$ cat config.mk
export PLATFORM = sky130hd
export DESIGN_NAME = wute_engine
export DESIGN_NICKNAME = d
export VERILOG_FILES = /design/src/rtl/wute_pkg.sv /design/src/rtl/wute_engine.sv /design/src/rtl/wute_sync.sv /design/src/rtl/wute_edge.sv
export VERILOG_INCLUDE_DIRS = /design/src /design/src/rtl
export SDC_FILE = /design/constraint.sdc
export NUM_CORES = 1
export LEC_CHECK = 0
export ABC_AREA = 1
export BUFFER_PORTS_ARGS = -buffer_cell sky130_fd_sc_hd__clkbuf_2
export CAP_MARGIN = 20
export CORE_ASPECT_RATIO = 0.75
export CORE_MARGIN = 1
export CORE_UTILIZATION = 54
export DETAILED_ROUTE_END_ITERATION = 7
export PLACE_DENSITY = 0.77
export SLEW_MARGIN = 15
export SYNTH_ARGS = -nofsm -noshare
export SYNTH_HDL_FRONTEND = slang
export SYNTH_HIERARCHICAL = 1
export SYNTH_SLANG_ARGS = --single-unit
export TNS_END_PERCENT = 10
$ cat constraint.sdc
create_clock -name mclk -period 6.3 [get_ports mclk]
set_input_delay 0.63 -clock mclk [delete_from_list [all_inputs] [get_ports mclk]]
set_output_delay 0.63 -clock mclk [all_outputs]
set_load 0.03 [all_outputs]
$ cat src/rtl/wute_defines.svh
// Register offsets, field positions, reset values and timing counts of the update engine
`ifndef WUTE_DEFINES_SVH
`define WUTE_DEFINES_SVH

// Register byte offsets
`define WUTE_OFS_CTRL 8'h00
`define WUTE_OFS_SRC 8'h04
`define WUTE_OFS_DIVISOR 8'h08
`define WUTE_OFS_DELAY 8'h0C
`define WUTE_OFS_COUNT 8'h10
`define WUTE_OFS_CMD 8'h14
`define WUTE_OFS_ROUTE 8'h18
`define WUTE_OFS_STATUS 8'h1C
`define WUTE_OFS_UPDATES 8'h20

// Control register fields
`define WUTE_CTRL_FINITE 0
`define WUTE_CTRL_HW_STOP 1
`define WUTE_CTRL_STROBE_FALL 2
`define WUTE_CTRL_HOLD_EN 3
`define WUTE_CTRL_HOLD_LEVEL 4
`define WUTE_CTRL_LAUNCH_PIN_EN 5
`define WUTE_CTRL_LAUNCH_FALL 6
`define WUTE_CTRL_WIDTH 7

// Source register fields
`define WUTE_SRC_DIV_LSB 0
`define WUTE_SRC_STROBE_EXT 2
`define WUTE_SRC_DIV_PIN_LSB 3
`define WUTE_SRC_STROBE_PIN_LSB 6
`define WUTE_SRC_LAUNCH_PIN_LSB 9
`define WUTE_SRC_HOLD_PIN_LSB 12
`define WUTE_SRC_WIDTH 15

// Command register fields
`define WUTE_CMD_LAUNCH 0
`define WUTE_CMD_STOP 1
`define WUTE_CMD_ARM 2

// Route register fields: strobe mask low byte, launch mask high byte
`define WUTE_ROUTE_STROBE_LSB 0
`define WUTE_ROUTE_LAUNCH_LSB 8
`define WUTE_ROUTE_WIDTH 16

// Status register fields
`define WUTE_STAT_ARMED 0
`define WUTE_STAT_RUNNING 1
`define WUTE_STAT_DONE 2

// Counter widths and reset values
`define WUTE_CNT_WIDTH 24
`define WUTE_DIVISOR_RESET 24'h00_0002
`define WUTE_DELAY_RESET 24'h00_0002
`define WUTE_COUNT_RESET 24'h00_0001

// Reference rates; the slow reference is a division of mclk
`define WUTE_MCLK_HZ 20000000
`define WUTE_SLOW_REF_HZ 100000
`define WUTE_SLOW_DIV (`WUTE_MCLK_HZ / `WUTE_SLOW_REF_HZ)
`define WUTE_SLOW_CNT_WIDTH 8

`endif

$ cat src/rtl/wute_pkg.sv
// Types shared by the update engine files
package wute_pkg;
    // Divider source choice
    typedef enum logic [1:0] {
        WUTE_DIV_FAST,
        WUTE_DIV_SLOW,
        WUTE_DIV_PIN
    } wute_div_src_t;

    // Engine states
    typedef enum logic [1:0] {
        WUTE_IDLE,
        WUTE_ARMED,
        WUTE_DELAY,
        WUTE_RUN
    } wute_state_t;

    // Decoded control bits
    typedef struct packed {
        logic finite;
        logic hw_stop;
        logic strobe_fall;
        logic hold_en;
        logic hold_level;
        logic launch_pin_en;
        logic launch_fall;
    } wute_ctrl_t;

    // Decoded source selections
    typedef struct packed {
        wute_div_src_t div_src;
        logic strobe_ext;
        logic [2:0] div_pin;
        logic [2:0] strobe_pin;
        logic [2:0] launch_pin;
        logic [2:0] hold_pin;
    } wute_src_t;
endpackage

$ cat src/rtl/wute_engine.sv
// Waveform update timing engine with APB register slave
`timescale 1ns/1ps
`include "wute_defines.svh"
module wute_engine
    import wute_pkg::*;
(
    input wire logic mclk,
    input wire logic reset,
    input wire logic psel,
    input wire logic penable,
    input wire logic pwrite,
    input wire logic [7:0] paddr,
    input wire logic [31:0] pwdata,
    output logic [31:0] prdata,
    output logic pready,
    output logic pslverr,
    input wire logic [15:0] pfi_in,
    output logic [15:0] pfi_out,
    output logic [15:0] pfi_oe,
    output logic converter_update
);
    localparam int CW = `WUTE_CNT_WIDTH;

    // Software-visible registers
    logic [`WUTE_CTRL_WIDTH-1:0] ctrl_reg;
    logic [`WUTE_SRC_WIDTH-1:0] src_reg;
    logic [CW-1:0] divisor;
    logic [CW-1:0] delay;
    logic [CW-1:0] count;
    logic [`WUTE_ROUTE_WIDTH-1:0] route;
    logic [CW-1:0] updates;
    logic done;

    wute_ctrl_t ctrl;
    wute_src_t src;
    wute_state_t state;
    wute_state_t next_state;

    logic [7:0] pin_sync;
    logic [7:0] pin_in;
    logic [`WUTE_SLOW_CNT_WIDTH-1:0] slow_cnt;
    logic slow_tick;
    logic div_tick;
    logic div_pin_edge;
    logic ext_strobe_edge;
    logic launch_pin_edge;
    logic hold_level_now;
    logic hold_active;
    logic [CW-1:0] tick_cnt;
    logic int_strobe;
    logic strobe_event;
    logic launch;
    logic sw_launch;
    logic sw_stop;
    logic sw_arm;
    logic finite_end;
    logic wr_en;
    logic setup;
    logic mapped;
    logic [31:0] next_prdata;
    logic strobe_out_n;
    logic launch_out;
    logic [CW-1:0] eff_divisor;

    // Decode of control and source fields
    assign ctrl.finite = ctrl_reg[`WUTE_CTRL_FINITE];
    assign ctrl.hw_stop = ctrl_reg[`WUTE_CTRL_HW_STOP];
    assign ctrl.strobe_fall = ctrl_reg[`WUTE_CTRL_STROBE_FALL];
    assign ctrl.hold_en = ctrl_reg[`WUTE_CTRL_HOLD_EN];
    assign ctrl.hold_level = ctrl_reg[`WUTE_CTRL_HOLD_LEVEL];
    assign ctrl.launch_pin_en = ctrl_reg[`WUTE_CTRL_LAUNCH_PIN_EN];
    assign ctrl.launch_fall = ctrl_reg[`WUTE_CTRL_LAUNCH_FALL];
    assign src.div_src = wute_div_src_t'(src_reg[`WUTE_SRC_DIV_LSB +: 2]);
    assign src.strobe_ext = src_reg[`WUTE_SRC_STROBE_EXT];
    assign src.div_pin = src_reg[`WUTE_SRC_DIV_PIN_LSB +: 3];
    assign src.strobe_pin = src_reg[`WUTE_SRC_STROBE_PIN_LSB +: 3];
    assign src.launch_pin = src_reg[`WUTE_SRC_LAUNCH_PIN_LSB +: 3];
    assign src.hold_pin = src_reg[`WUTE_SRC_HOLD_PIN_LSB +: 3];

    // Only input-capable terminals are sampled; index 0..3 and 8..11
    wute_sync #(
        .WIDTH(8)
    ) u_pin_sync (
        .mclk(mclk),
        .reset(reset),
        .async_in({pfi_in[11:8], pfi_in[3:0]}),
        .sync_out(pin_sync)
    );
    assign pin_in = pin_sync;

    // Divider source from a terminal counts its rising edges
    wute_edge u_div_edge (
        .mclk(mclk),
        .reset(reset),
        .level(pin_in[src.div_pin]),
        .fall_sel(1'b0),
        .pulse(div_pin_edge)
    );

    // External strobe with selectable active edge
    wute_edge u_strobe_edge (
        .mclk(mclk),
        .reset(reset),
        .level(pin_in[src.strobe_pin]),
        .fall_sel(ctrl.strobe_fall),
        .pulse(ext_strobe_edge)
    );

    // Launch from a terminal with selectable edge
    wute_edge u_launch_edge (
        .mclk(mclk),
        .reset(reset),
        .level(pin_in[src.launch_pin]),
        .fall_sel(ctrl.launch_fall),
        .pulse(launch_pin_edge)
    );

    // Slow reference: one tick every 200 mclk cycles
    always_ff @(posedge mclk or posedge reset) begin
        if (reset) begin
            slow_cnt <= '0;
        end else if (slow_cnt == `WUTE_SLOW_CNT_WIDTH'(`WUTE_SLOW_DIV - 1)) begin
            slow_cnt <= '0;
        end else begin
            slow_cnt <= slow_cnt + 1'b1;
        end
    end
    assign slow_tick = (slow_cnt == `WUTE_SLOW_CNT_WIDTH'(`WUTE_SLOW_DIV - 1));

    // Divider source selection; fast reference is mclk itself
    always_comb begin
        case (src.div_src)
            WUTE_DIV_FAST: div_tick = 1'b1;
            WUTE_DIV_SLOW: div_tick = slow_tick;
            WUTE_DIV_PIN: div_tick = div_pin_edge;
            default: div_tick = 1'b0;
        endcase
    end

    // Hold gate level with selectable active polarity
    assign hold_level_now = pin_in[src.hold_pin] == ctrl.hold_level;
    assign hold_active = ctrl.hold_en & hold_level_now;

    // APB access decode
    assign setup = psel & ~penable;
    assign wr_en = psel & penable & pwrite;
    assign pready = psel & penable;
    always_comb begin
        if (paddr == `WUTE_OFS_CTRL) begin
            mapped = 1'b1;
        end else if (paddr == `WUTE_OFS_SRC || paddr == `WUTE_OFS_DIVISOR) begin
            mapped = 1'b1;
        end else if (paddr == `WUTE_OFS_DELAY || paddr == `WUTE_OFS_COUNT) begin
            mapped = 1'b1;
        end else if (paddr == `WUTE_OFS_CMD || paddr == `WUTE_OFS_ROUTE) begin
            mapped = 1'b1;
        end else if (paddr == `WUTE_OFS_STATUS || paddr == `WUTE_OFS_UPDATES) begin
            mapped = 1'b1;
        end else begin
            mapped = 1'b0;
        end
    end
    assign pslverr = psel & penable & ~mapped;

    // Software commands are single-cycle strobes from a write to CMD
    assign sw_launch = wr_en && paddr == `WUTE_OFS_CMD && pwdata[`WUTE_CMD_LAUNCH];
    assign sw_stop = wr_en && paddr == `WUTE_OFS_CMD && pwdata[`WUTE_CMD_STOP];
    assign sw_arm = wr_en && paddr == `WUTE_OFS_CMD && pwdata[`WUTE_CMD_ARM];

    // Configuration registers
    always_ff @(posedge mclk or posedge reset) begin
        if (reset) begin
            ctrl_reg <= '0;
            src_reg <= '0;
            divisor <= `WUTE_DIVISOR_RESET;
            delay <= `WUTE_DELAY_RESET;
            count <= `WUTE_COUNT_RESET;
            route <= '0;
        end else if (wr_en) begin
            if (paddr == `WUTE_OFS_CTRL) begin
                ctrl_reg <= pwdata[`WUTE_CTRL_WIDTH-1:0];
            end else if (paddr == `WUTE_OFS_SRC) begin
                src_reg <= pwdata[`WUTE_SRC_WIDTH-1:0];
            end else if (paddr == `WUTE_OFS_DIVISOR) begin
                divisor <= pwdata[CW-1:0];
            end else if (paddr == `WUTE_OFS_DELAY) begin
                delay <= pwdata[CW-1:0];
            end else if (paddr == `WUTE_OFS_COUNT) begin
                count <= pwdata[CW-1:0];
            end else if (paddr == `WUTE_OFS_ROUTE) begin
                route <= pwdata[`WUTE_ROUTE_WIDTH-1:0];
            end
        end
    end

    // Read data captured in setup so it is stable through the access phase
    always_comb begin
        next_prdata = 32'h0000_0000;
        if (paddr == `WUTE_OFS_CTRL) begin
            next_prdata[`WUTE_CTRL_WIDTH-1:0] = ctrl_reg;
        end else if (paddr == `WUTE_OFS_SRC) begin
            next_prdata[`WUTE_SRC_WIDTH-1:0] = src_reg;
        end else if (paddr == `WUTE_OFS_DIVISOR) begin
            next_prdata[CW-1:0] = divisor;
        end else if (paddr == `WUTE_OFS_DELAY) begin
            next_prdata[CW-1:0] = delay;
        end else if (paddr == `WUTE_OFS_COUNT) begin
            next_prdata[CW-1:0] = count;
        end else if (paddr == `WUTE_OFS_ROUTE) begin
            next_prdata[`WUTE_ROUTE_WIDTH-1:0] = route;
        end else if (paddr == `WUTE_OFS_STATUS) begin
            next_prdata[`WUTE_STAT_ARMED] = (state == WUTE_ARMED);
            next_prdata[`WUTE_STAT_RUNNING] = (state == WUTE_DELAY) || (state == WUTE_RUN);
            next_prdata[`WUTE_STAT_DONE] = done;
        end else if (paddr == `WUTE_OFS_UPDATES) begin
            next_prdata[CW-1:0] = updates;
        end
    end

    always_ff @(posedge mclk or posedge reset) begin
        if (reset) begin
            prdata <= 32'h0000_0000;
        end else if (setup) begin
            prdata <= next_prdata;
        end
    end

    // Launch from software or from the selected terminal edge
    assign launch = sw_launch | (ctrl.launch_pin_en & launch_pin_edge);

    // A divisor of zero would never fire, so it behaves as one
    assign eff_divisor = (divisor == '0) ? CW'(1) : divisor;

    // Internal strobe when the tick counter reaches its target
    always_comb begin
        int_strobe = 1'b0;
        if (div_tick) begin
            if (state == WUTE_DELAY) begin
                int_strobe = (tick_cnt + CW'(1)) >= delay;
            end else if (state == WUTE_RUN) begin
                int_strobe = (tick_cnt + CW'(1)) >= eff_divisor;
            end
        end
    end

    // Strobe source: internal divider unless external selected; hold masks it
    always_comb begin
        if (src.strobe_ext) begin
            strobe_event = (state == WUTE_RUN) & ext_strobe_edge;
        end else begin
            strobe_event = int_strobe;
        end
        if (hold_active) begin
            strobe_event = 1'b0;
        end
    end

    // Finite run ends with the strobe that reaches the programmed count
    assign finite_end = ctrl.finite && strobe_event && (updates + CW'(1)) >= count;

    // Engine sequence: armed, delay to first strobe (straight to run for an external strobe), then periodic run
    always_comb begin
        next_state = state;
        case (state)
            WUTE_IDLE: begin
                if (sw_arm) begin
                    next_state = WUTE_ARMED;
                end
            end
            WUTE_ARMED: begin
                if (sw_stop) begin
                    next_state = WUTE_IDLE;
                end else if (launch) begin
                    next_state = src.strobe_ext ? WUTE_RUN : WUTE_DELAY;
                end
            end
            WUTE_DELAY: begin
                if (sw_stop) begin
                    next_state = WUTE_IDLE;
                end else if (finite_end && ctrl.hw_stop) begin
                    next_state = WUTE_IDLE;
                end else if (int_strobe) begin
                    next_state = WUTE_RUN;
                end
            end
            WUTE_RUN: begin
                if (sw_stop || (finite_end && ctrl.hw_stop)) begin
                    next_state = WUTE_IDLE;
                end
            end
            default: next_state = WUTE_IDLE;
        endcase
    end

    always_ff @(posedge mclk or posedge reset) begin
        if (reset) begin
            state <= WUTE_IDLE;
        end else begin
            state <= next_state;
        end
    end

    // Tick counter restarts on launch and after each internal strobe
    always_ff @(posedge mclk or posedge reset) begin
        if (reset) begin
            tick_cnt <= '0;
        end else if (state == WUTE_ARMED || state == WUTE_IDLE) begin
            tick_cnt <= '0;
        end else if (div_tick) begin
            if (int_strobe) begin
                tick_cnt <= '0;
            end else begin
                tick_cnt <= tick_cnt + CW'(1);
            end
        end
    end

    // Update counter and completion flag; completion wins over a same-cycle arm
    always_ff @(posedge mclk or posedge reset) begin
        if (reset) begin
            updates <= '0;
            done <= 1'b0;
        end else begin
            if (state == WUTE_ARMED && launch) begin
                updates <= '0;
            end else if (strobe_event) begin
                updates <= updates + CW'(1);
            end
            if (finite_end) begin
                done <= 1'b1;
            end else if (sw_arm) begin
                done <= 1'b0;
            end
        end
    end

    // One update pulse serves every converter at once
    always_ff @(posedge mclk or posedge reset) begin
        if (reset) begin
            converter_update <= 1'b0;
            strobe_out_n <= 1'b1;
            launch_out <= 1'b0;
        end else begin
            converter_update <= strobe_event;
            strobe_out_n <= ~strobe_event;
            launch_out <= (state == WUTE_ARMED) & launch;
        end
    end

    // Output terminals 4..7 and 12..15 carry strobe or launch; divider source has no path
    always_comb begin
        pfi_out = 16'h0000;
        pfi_oe = 16'h0000;
        for (int i = 0; i < 8; i++) begin
            if (route[`WUTE_ROUTE_STROBE_LSB + i]) begin
                pfi_out[(i < 4) ? i + 4 : i + 8] = strobe_out_n;
                pfi_oe[(i < 4) ? i + 4 : i + 8] = 1'b1;
            end else if (route[`WUTE_ROUTE_LAUNCH_LSB + i]) begin
                pfi_out[(i < 4) ? i + 4 : i + 8] = launch_out;
                pfi_oe[(i < 4) ? i + 4 : i + 8] = 1'b1;
            end
        end
    end
endmodule

$ cat src/rtl/wute_sync.sv
// Two-stage synchroniser for a group of pin inputs
`timescale 1ns/1ps
module wute_sync #(
    parameter int WIDTH = 8
) (
    input wire logic mclk,
    input wire logic reset,
    input wire logic [WIDTH-1:0] async_in,
    output logic [WIDTH-1:0] sync_out
);
    logic [WIDTH-1:0] stage1;

    // First stage feeds only the second
    always_ff @(posedge mclk or posedge reset) begin
        if (reset) begin
            stage1 <= '0;
            sync_out <= '0;
        end else begin
            stage1 <= async_in;
            sync_out <= stage1;
        end
    end
endmodule

$ cat src/rtl/wute_edge.sv
// Edge detector with selectable rising or falling edge
`timescale 1ns/1ps
module wute_edge (
    input wire logic mclk,
    input wire logic reset,
    input wire logic level,
    input wire logic fall_sel,
    output logic pulse
);
    logic prev;

    // Previous level, cleared at reset so a level high on release is seen as a rising edge
    always_ff @(posedge mclk or posedge reset) begin
        if (reset) begin
            prev <= 1'b0;
        end else begin
            prev <= level;
        end
    end

    assign pulse = fall_sel ? (prev & ~level) : (~prev & level);
endmodule

==> flow_summary.ini, run 1 <==
[grt]
antenna_found_initial = 0
global_route.overflow_total = 0
grt_start_max_net_pins = 129
first_global_vias = 9824
grt_util_all_layers = 0.287
global_route_wire_length_before_repair_um = 52400

[synthesis]
netlist_area_sq_mm = 0.0124
synth_edf_count = 0
async_reset_ff_frac = 1.00
synth_top_area_share = 0.427
ys_dominant_reg_cell = dfrtp_1
synthTopCellsByArea = dfrtp_1, nand2_1, o21ai_0, inv_1, ha_1
postSynthRegisterBits = 215
synth_seq_area_share = 0.435
post_synth_num_cell_types = 46
syn_warnings = 6
count_leader_synth = nand2_1
most_numerous_cell_types_in_the_synthesized_netlist = nand2_1, inv_1, dfrtp_1
yosysTopAreaCell = dfrtp_1
syn_area_per_cell_sq_um = 7.97
syn_inst = 1553

[sta]
fin_setup_tns_ns = 0
worst_clock_skew_ns = 0.0100
fmaxAchievable_mhz = 198
post-route-period-util = 0.802
rsz0062_at_grt = no
final_slew_violations = 0
setup_viol = 0
tightest_slew_ns = 1.09
relSlewSlack = 0.269
period_minus_slack_ns = 5.05
timing.final.ws_setup_ns = 1.25
final-hold-violation-count = 0

[detailed_routing]
drt_wl_total_um = 32800
initialDrtViolationCount = 1170
wl_met2_um = 13800
routedWlPerCell_um = 16.9
drt_drc_violations_left = 0
metal1_wirelength_um = 15000
route.met3.wl_um = 3400
drtAntennaViolNets = 0
vias = 10778
maxUsedRoutingLayer = met4
drt-pass1-iter-count = 5
avgViaCountPerCell = 5.56

[worst_setup_path]
crit_fanout = 20
worstSetupPathType = register to register
timing.critical_path.required_ns = 6.72
critPathArrivalTime_ns = 5.48
critical_path.endpoint_type = register
startpoint_types = register
timing.reg2reg.worst_path_depth = 26

[placement]
pre_cts_slack_ns = 1.36
globalplace.congestion = 0.913
buffer_ports.inserted = 87
place.detailed.hpwl_um = 24600

[clock_tree]
ctsHtreeMaxLevel = 1
clock-root-buffer = clkbuf_16
clock_sink_count = 215
post_cts_resize_count = 0
clkTransAtPathRegs_ns = 0.07
clkLatencyLatePin_ns = 0.52
cts_tree = built
cts_inserted_buffers = 23
cts_hold_buffers = 0
cts_buffer_depth = 3
number_of_setup_buffers_added_after_cts = 0

[cells_and_area]
fin_nets = 1764
proportion_of_layout_cells_with_a_drive_suffix_above_1 = 0.0967
area_added_between_synthesis_and_finish_pct = 10.9
antenna-diode-count = 0

[power]
p_switching_mw = 1.16
power.switching_fraction = 0.321
power.static_leakage_nw = 6.76
cell_internal_pwr_mw = 2.45
max-vdd-ir-drop_mv = 0.213
pwr-share-seq = 0.427
p_per_area_mw_per_mm2 = 263
comb_power_share = 0.199
clock_power_share = 0.375

[worst_hold_path]
class_of_the_tightest_hold_or_removal_check = primary input to asynchronous set/reset pin

[floorplanning]
initial_utilization = 0.555
chipHeight_um = 133
x_dimension_of_the_die_um = 177
top_level_ports = 128
core-area_sq_mm = 0.0223
design.die.area_sq_mm = 0.0235
rows = 47

[run]
max_cap_violations = 0

[outcome]
run_status = finished clean
==> layout by cell type, fill, tap and decap left out, types with 26 or more instances in the layout <==
cell type	n
dfrtp_1	211
a21oi_1	60
clkbuf_2	87
nand3_1	54
nor2_1	81
inv_1	262
o21ai_0	204
xor2_1	44
conb_1	26
nand2_1	326
ha_1	75
o22ai_1	41
==> worst paths after layout <==
| kind | startpoint | to | slack (ns) |
|---|---|---|---|
| max | tick_cnt[0] | updates[2] | 1.25 |
| min | reset | u_div_edge/prev | 0.06 |
| max reg2reg | tick_cnt[0] | updates[2] | 1.25 |
| min reg2reg | u_pin_sync/stage1[4] | u_pin_sync/sync_out[4] | 0.34 |
| max in group asynchronous | reset | prdata[18] | 4.48 |
| min in group mclk | pfi_in[11] | u_pin_sync/stage1[7] | 0.22 |
==> cell type report <==
| class | count | area [sq um] |
|---|---|---|
| fill | 2005 | 8570 |
| multi-input combinational | 1022 | 5700 |
| sequential | 215 | 5390 |
| inverter | 270 | 1020 |
| clock buffer | 32 | 619 |
| timing repair buffer | 96 | 507 |
| tap | 294 | 368 |
| clock inverter | 9 | 115 |
==> power by group through the flow <==
stage	registers, mW	logic, mW	clock network [mW]
floorplan	1.55	0.518	0
global placement	1.56	0.674	0
detailed placement	1.56	0.697	0
CTS	1.54	0.704	1.37
global route	1.55	0.803	1.43
finish	1.54	0.718	1.35
==> critical path, cell delays in order (launching register included) <==
cell     delay (ns)
dfrtp_1        0.45
ha_1           0.23
nand3_1        0.17
nor3_1         0.29
nand2_1        0.14
nor2_1         0.17
nand2_1        0.12
nor4_1         0.42
nand3_1        0.17
xor2_1         0.20
inv_1          0.10
ha_1           0.28
nand2_1        0.06
nor2_1         0.05
nand2_1        0.09
inv_1          0.05
nand2_1        0.06
nand3_1        0.08
nor2_1         0.17
nand2_1        0.08
nand2_1        0.07
nand2_1        0.10
nand2_1        0.14
a21oi_4        0.07
nor2_1         0.45
inv_1          0.47
o21ai_0        0.27
==> routing by layer <==
metal  global-route usage  vias up
met5                    0        -
met2                0.417      465
met4               0.0532        0
li1                     -     5192
met3               0.0710       46
met1                0.433     5075
==> per-stage QoR <==
step	hold slack [ns]	power, mW	std cells	utilization	cell area [sq um]
5_1_grt	0.0581	3.78	1938	0.615	13700
3_5_place_dp	0.336	2.26	1896	0.582	13000
6_report	0.0559	3.61	1938	0.615	13700
2_1_floorplan	0.331	2.06	1578	-	12500
4_1_cts	0.0422	3.61	1937	0.615	13700
3_3_place_gp	0.333	2.23	1896	0.582	13000
==> cells by family after synthesis <==
family	after synthesis	share of synthesized area
xor+xnor	44	0.0312
fa+ha+maj	75	0.0759
compound gates	358	0.163
simple gates	519	0.183
buf+inv	341	0.111
flops	215	0.435
other cells	1	0.000303
No activity file was read; power rests on OpenSTA's default activity.
==> run 2, diff against run 1 <==
==> constraint.sdc (replaced) <==
create_clock -name mclk -period 4.5 [get_ports mclk]
set_input_delay 0.45 -clock mclk [delete_from_list [all_inputs] [get_ports mclk]]
set_output_delay 0.45 -clock mclk [all_outputs]
set_load 0.03 [all_outputs]
==> run 2 against run 1 <==
Clock skew rose by 0.0064 ns. Highest routed layer is now met5. Hold slack got worse by 0.019 ns. Utilization rose by 1.5 points. Critical path type unchanged.
==> flow_summary.ini, run 2 (synthesized netlist as in run 1, its figures left out) <==
[power]
pwr-share-seq = 0.407
comb_power_share = 0.220
p_switching_mw = 1.63
clock_power_share = 0.374
p_per_area_mw_per_mm2 = 373
power.static_leakage_nw = 6.99
power.switching_fraction = 0.311
max-vdd-ir-drop_mv = 0.284
cell_internal_pwr_mw = 3.61
fin_total_pwr_mw = 5.24

[floorplanning]
x_dimension_of_the_die_um = 177
initial_utilization = 0.555
chipHeight_um = 133
rows = 47
core-area_sq_mm = 0.0223
design.die.area_sq_mm = 0.0235
top_level_ports = 128

[sta]
tightest_slew_ns = 0.875
relSlewSlack = 0.415
timing.final.ws_setup_ns = 0.217
period_minus_slack_ns = 4.28
final_slew_violations = 0
setup_viol = 0
fmaxAchievable_mhz = 233
post-route-period-util = 0.952
fin_setup_tns_ns = 0
rsz0062_at_grt = yes
min_hold_slack_ns = 0.0367
worst_clock_skew_ns = 0.0164
final-hold-violation-count = 0

[detailed_routing]
drt-pass1-iter-count = 5
maxUsedRoutingLayer = met5
route.met3.wl_um = 3400
routedWlPerCell_um = 17.3
drt_drc_violations_left = 0
metal1_wirelength_um = 15300
initialDrtViolationCount = 1100
drtAntennaViolNets = 0
drt_wl_total_um = 33900
wl_met2_um = 14500
avgViaCountPerCell = 5.61
vias = 10964

[clock_tree]
cts_tree = built
cts_inserted_buffers = 23
clkLatencyLatePin_ns = 0.52
clock_sink_count = 215
clock-root-buffer = clkbuf_16
clkTransAtPathRegs_ns = 0.06
cts_buffer_depth = 3
ctsHtreeMaxLevel = 1

[cells_and_area]
fin_nets = 1783
area_added_between_synthesis_and_finish_pct = 13.6
antenna-diode-count = 0
design_area_sq_mm = 0.0141
final_core_utilization = 0.631
finalNonFillerCells = 1956
layout_commonest_cell = nand2_1
proportion_of_layout_cells_with_a_drive_suffix_above_1 = 0.116
most-common-layout-cells = nand2_1, inv_1, dfrtp_1

[worst_setup_path]
worst_flop_to_flop_path_endpoint = updates[10]
critPathLaunch = tick_cnt[0]
worst-path-buf-inv = 5
timing.critical_path.mode_cell = nand2_1
worst_path_max_delay_cell = dfrtp_1
crit_fanout = 20
worstSetupPathType = register to register
startpoint_types = register
critPathArrivalTime_ns = 4.66
timing.reg2reg.worst_path_depth = 28
critical_path_end = updates[10]
reg2reg_slack_ns = 0.22
timing.critical_path.max_delay_family = simple AND/OR/NAND/NOR gates
cp_slowest_stage_delay_ns = 0.36
critical_path.endpoint_type = register
timing.critical_path.depth = 28
r2r_start = tick_cnt[0]
timing.critical_path.required_ns = 4.87

[run]
max_cap_violations = 0

[placement]
dp.cells = 1903
pre_cts_slack_ns = 0.0511
placement.cell_area_sq_mm = 0.0130
buffer_ports.inserted = 87
place.detailed.hpwl_um = 24800
globalplace.congestion = 0.939

[grt]
global_route_wire_length_before_repair_um = 54300
antenna_found_initial = 1
grt_util_all_layers = 0.296
grt_start_max_net_pins = 196
global_route.overflow_total = 0
first_global_vias = 10144

[worst_hold_path]
class_of_the_tightest_hold_or_removal_check = primary input to register

[outcome]
run_status = finished clean
==> run 2: power by group through the flow <==
stage          Sequential [mW]  Combinational (mW)  Clock, mW
2_1_floorplan             2.17               0.725          0
3_3_place_gp              2.16                1.02          0
3_5_place_dp              2.16                1.04          0
4_1_cts                   2.13                1.07       1.98
5_1_grt                   2.14                1.27       2.06
6_report                  2.13                1.15       1.96
==> run 2: area by class of cell <==
class	instances	area (sq um)
Sequential cell	215	5390
Tap cell	294	368
Timing Repair Buffer	115	722
Clock inverter	9	124
Multi-Input combinational cell	1022	5790
Inverter	270	1020
Clock buffer	31	646
Fill cell	1973	8230
==> run 2: worst min-delay path by stage <==
stage                                     from                     end  slack [ns]  cells past startpoint
after floorplan                          reset         u_div_edge/prev        0.18                      1
after global placement    u_pin_sync/stage1[7]  u_pin_sync/sync_out[7]        0.33                      0
after detailed placement  u_pin_sync/stage1[2]  u_pin_sync/sync_out[2]        0.33                      0
after CTS                            pfi_in[1]    u_pin_sync/stage1[1]        0.03                      1
after global routing                pfi_in[10]    u_pin_sync/stage1[6]        0.03                      1
final                                pfi_in[1]    u_pin_sync/stage1[1]        0.04                      1
==> run 2: what timing repair did <==
item,4_1_cts,5_1_grt
cloned,0,0
hold buffers,1,0
endpoints found under the hold margin,4,0
pin swaps,0,9
buffers inserted,2,8
endpoints found under the setup margin,2,45
resized for setup,2,17
==> run 2: routing by layer <==
metal | global-route usage | vias to the layer above
li1 | - | 5229
met5 | 0 | -
met3 | 0.0879 | 49
met4 | 0.0670 | 2
met2 | 0.423 | 461
met1 | 0.441 | 5223
==> run 3, diff against run 2 <==
--- a/config.mk
+++ b/config.mk
@@ -14,6 +14,7 @@
 export CORE_UTILIZATION = 54
 export DETAILED_ROUTE_END_ITERATION = 7
 export PLACE_DENSITY = 0.77
+export RECOVER_POWER = 25
 export SLEW_MARGIN = 15
 export SYNTH_ARGS = -nofsm -noshare
 export SYNTH_HDL_FRONTEND = slang
==> run 3 against run 2 <==
The flow now finishes with violations (capacitance limit, slew limit). Combinational power about the same. Clock skew is 0.00067 ns lower. Via count fell by 0.62%. Utilization fell by 0.15 points. Routed wire length down 0.18%. Non-clock buffer count is the same. Hold slack improved by 0.0024 ns. Largest power group unchanged. Global-route usage stayed put. Largest cell class unchanged. First-iteration DRC count is 6.9% lower. Flip-flop and latch count unchanged. Clock-buffer cell count did not move.
==> flow_summary.ini, run 3 (synthesized netlist as in run 1, its figures left out) <==
[outcome]
run_status = finished, violations left
violated_checks = capacitance limit, slew limit

[detailed_routing]
routedWlPerCell_um = 17.3
drtAntennaViolNets = 0
vias = 10896
drt_wl_total_um = 33900
drt_drc_violations_left = 0
initialDrtViolationCount = 1024
drt-pass1-iter-count = 5
avgViaCountPerCell = 5.57

[floorplanning]
top_level_ports = 128
core-area_sq_mm = 0.0223
rows = 47
x_dimension_of_the_die_um = 177
design.die.area_sq_mm = 0.0235
chipHeight_um = 133
initial_utilization = 0.555

[sta]
fin_setup_tns_ns = 0
worst_clock_skew_ns = 0.0158
final-hold-violation-count = 0
fmaxAchievable_mhz = 234
rsz0062_at_grt = yes
min_hold_slack_ns = 0.0391
period_minus_slack_ns = 4.27
setup_viol = 0
tightest_slew_ns = 3.14
relSlewSlack = -1.09
post-route-period-util = 0.950
final_slew_violations = 69

[power]
power.static_leakage_nw = 6.99
p_per_area_mw_per_mm2 = 374
max-vdd-ir-drop_mv = 0.285

[placement]
globalplace.congestion = 0.939
buffer_ports.inserted = 87
place.detailed.hpwl_um = 24800

[worst_setup_path]
worst_path_max_delay_cell = dfrtp_1
startpoint_types = register
crit_fanout = 20
r2r_start = tick_cnt[1]
reg2reg_slack_ns = 0.23
timing.reg2reg.worst_path_depth = 28
timing.critical_path.mode_cell = nand2_1
critPathArrivalTime_ns = 4.65
cp_slowest_stage_delay_ns = 0.42
worst_flop_to_flop_path_endpoint = updates[10]
timing.critical_path.required_ns = 4.87
critical_path.endpoint_type = register
worstSetupPathType = register to register

[clock_tree]
clock-root-buffer = clkbuf_16
clock_sink_count = 215
cts_inserted_buffers = 23
clkLatencyLatePin_ns = 0.52
ctsHtreeMaxLevel = 1
cts_buffer_depth = 3
cts_tree = built
clkTransAtPathRegs_ns = 0.06

[cells_and_area]
final_core_utilization = 0.629
proportion_of_layout_cells_with_a_drive_suffix_above_1 = 0.113
fin_nets = 1783
layout_commonest_cell = nand2_1
antenna-diode-count = 0
most-common-layout-cells = nand2_1, inv_1, dfrtp_1
area_added_between_synthesis_and_finish_pct = 13.4
nFillCells = 1979

[worst_hold_path]
class_of_the_tightest_hold_or_removal_check = primary input to register
hold_path_end = u_pin_sync/stage1[1]
min_delay_path_depth = 1
worstHoldStart = pfi_in[1]

[grt]
antenna_found_initial = 1
global_route.overflow_total = 0
grt_util_all_layers = 0.296
grt_start_max_net_pins = 196
first_global_vias = 10144
global_route_wire_length_before_repair_um = 54300

[run]
max_cap_violations = 1
[run 3: cell count changes in the layout (fill, tap and decap cells not counted)]
cell and delta:
buf_12 -1, clkbuf_1 +3, clkbuf_2 -3, clkinvlp_2 +1
clkinvlp_4 -1, dlymetal6s4s_1 +1, nor3_1 +1, nor3_2 -1
nor4_1 +1, nor4_4 -1
[run 3: layout make-up]
| cell class | instances | area, sq um | area share |
|---|---|---|---|
| inverter | 270 | 1020 | 0.0726 |
| multi-input combinational | 1022 | 5770 | 0.412 |
| timing repair buffer | 115 | 711 | 0.0507 |
| tap | 294 | 368 | 0.0262 |
| sequential | 215 | 5390 | 0.384 |
| clock inverter | 9 | 124 | 0.00883 |
| clock buffer | 31 | 646 | 0.0460 |
[run 3: critical path, delay by kind of cell, from the launching register on]
kind / cells / cell delay, ns
AO/OA/AOI/OAI: 2 / 0.30
buffers and inverters: 4 / 0.49
adder cells (fa/ha/maj): 2 / 0.53
AND/OR/NAND/NOR: 19 / 2.21
XOR/XNOR: 1 / 0.21
flip-flops: 1 / 0.42
[run 3: worst max-delay path by stage]
| stage | start | endpoint | slack, ns | depth (start not counted) |
|---|---|---|---|---|
| after floorplan | tick_cnt[0] | updates[22] | 0.71 | 27 |
| after global routing | tick_cnt[1] | state[0] | -0.07 | 28 |
| after global placement | tick_cnt[1] | tick_cnt[23] | 0.19 | 24 |
| after detailed placement | tick_cnt[1] | tick_cnt[9] | 0.05 | 24 |
| final | tick_cnt[1] | updates[10] | 0.23 | 28 |
| after CTS | tick_cnt[0] | state[0] | 0.06 | 29 |
[run 3: repair_timing]
item	CTS	global route
setup endpoints to repair	2	45
buffers inserted	2	8
pin swaps	0	9
cloned	0	0
gates resized for setup	2	17
hold buffers	1	0
endpoints found under the hold margin	4	0
[run 3: power breakdown]
| part | total, mW | internal (mW) | switching, mW | leakage [nW] |
|---|---|---|---|---|
| clock | 1.96 | 1.17 | 0.782 | 0.383 |
| sequential | 2.13 | 2.04 | 0.0937 | 2.90 |
| combinational | 1.15 | 0.395 | 0.753 | 3.70 |
[run 3: layer usage]
metal  track usage  part of all wire  vias up
met5             0           0.00038        -
met4        0.0670             0.020        2
met3        0.0879             0.096       50
met2         0.423              0.43      433
met1         0.441              0.46     5183
li1              -                 -     5228
[run 3: metrics by stage]
stage                     cells  power (mW)  area, sq um  setup WS, ns
after floorplan            1578        2.89        12500         0.712
after global placement     1903        3.18        13000         0.194
after detailed placement   1903        3.20        13000        0.0511
after CTS                  1946        5.18        13800        0.0635
after global routing       1956        5.48        14000       -0.0713
final                      1956        5.24        14000         0.227
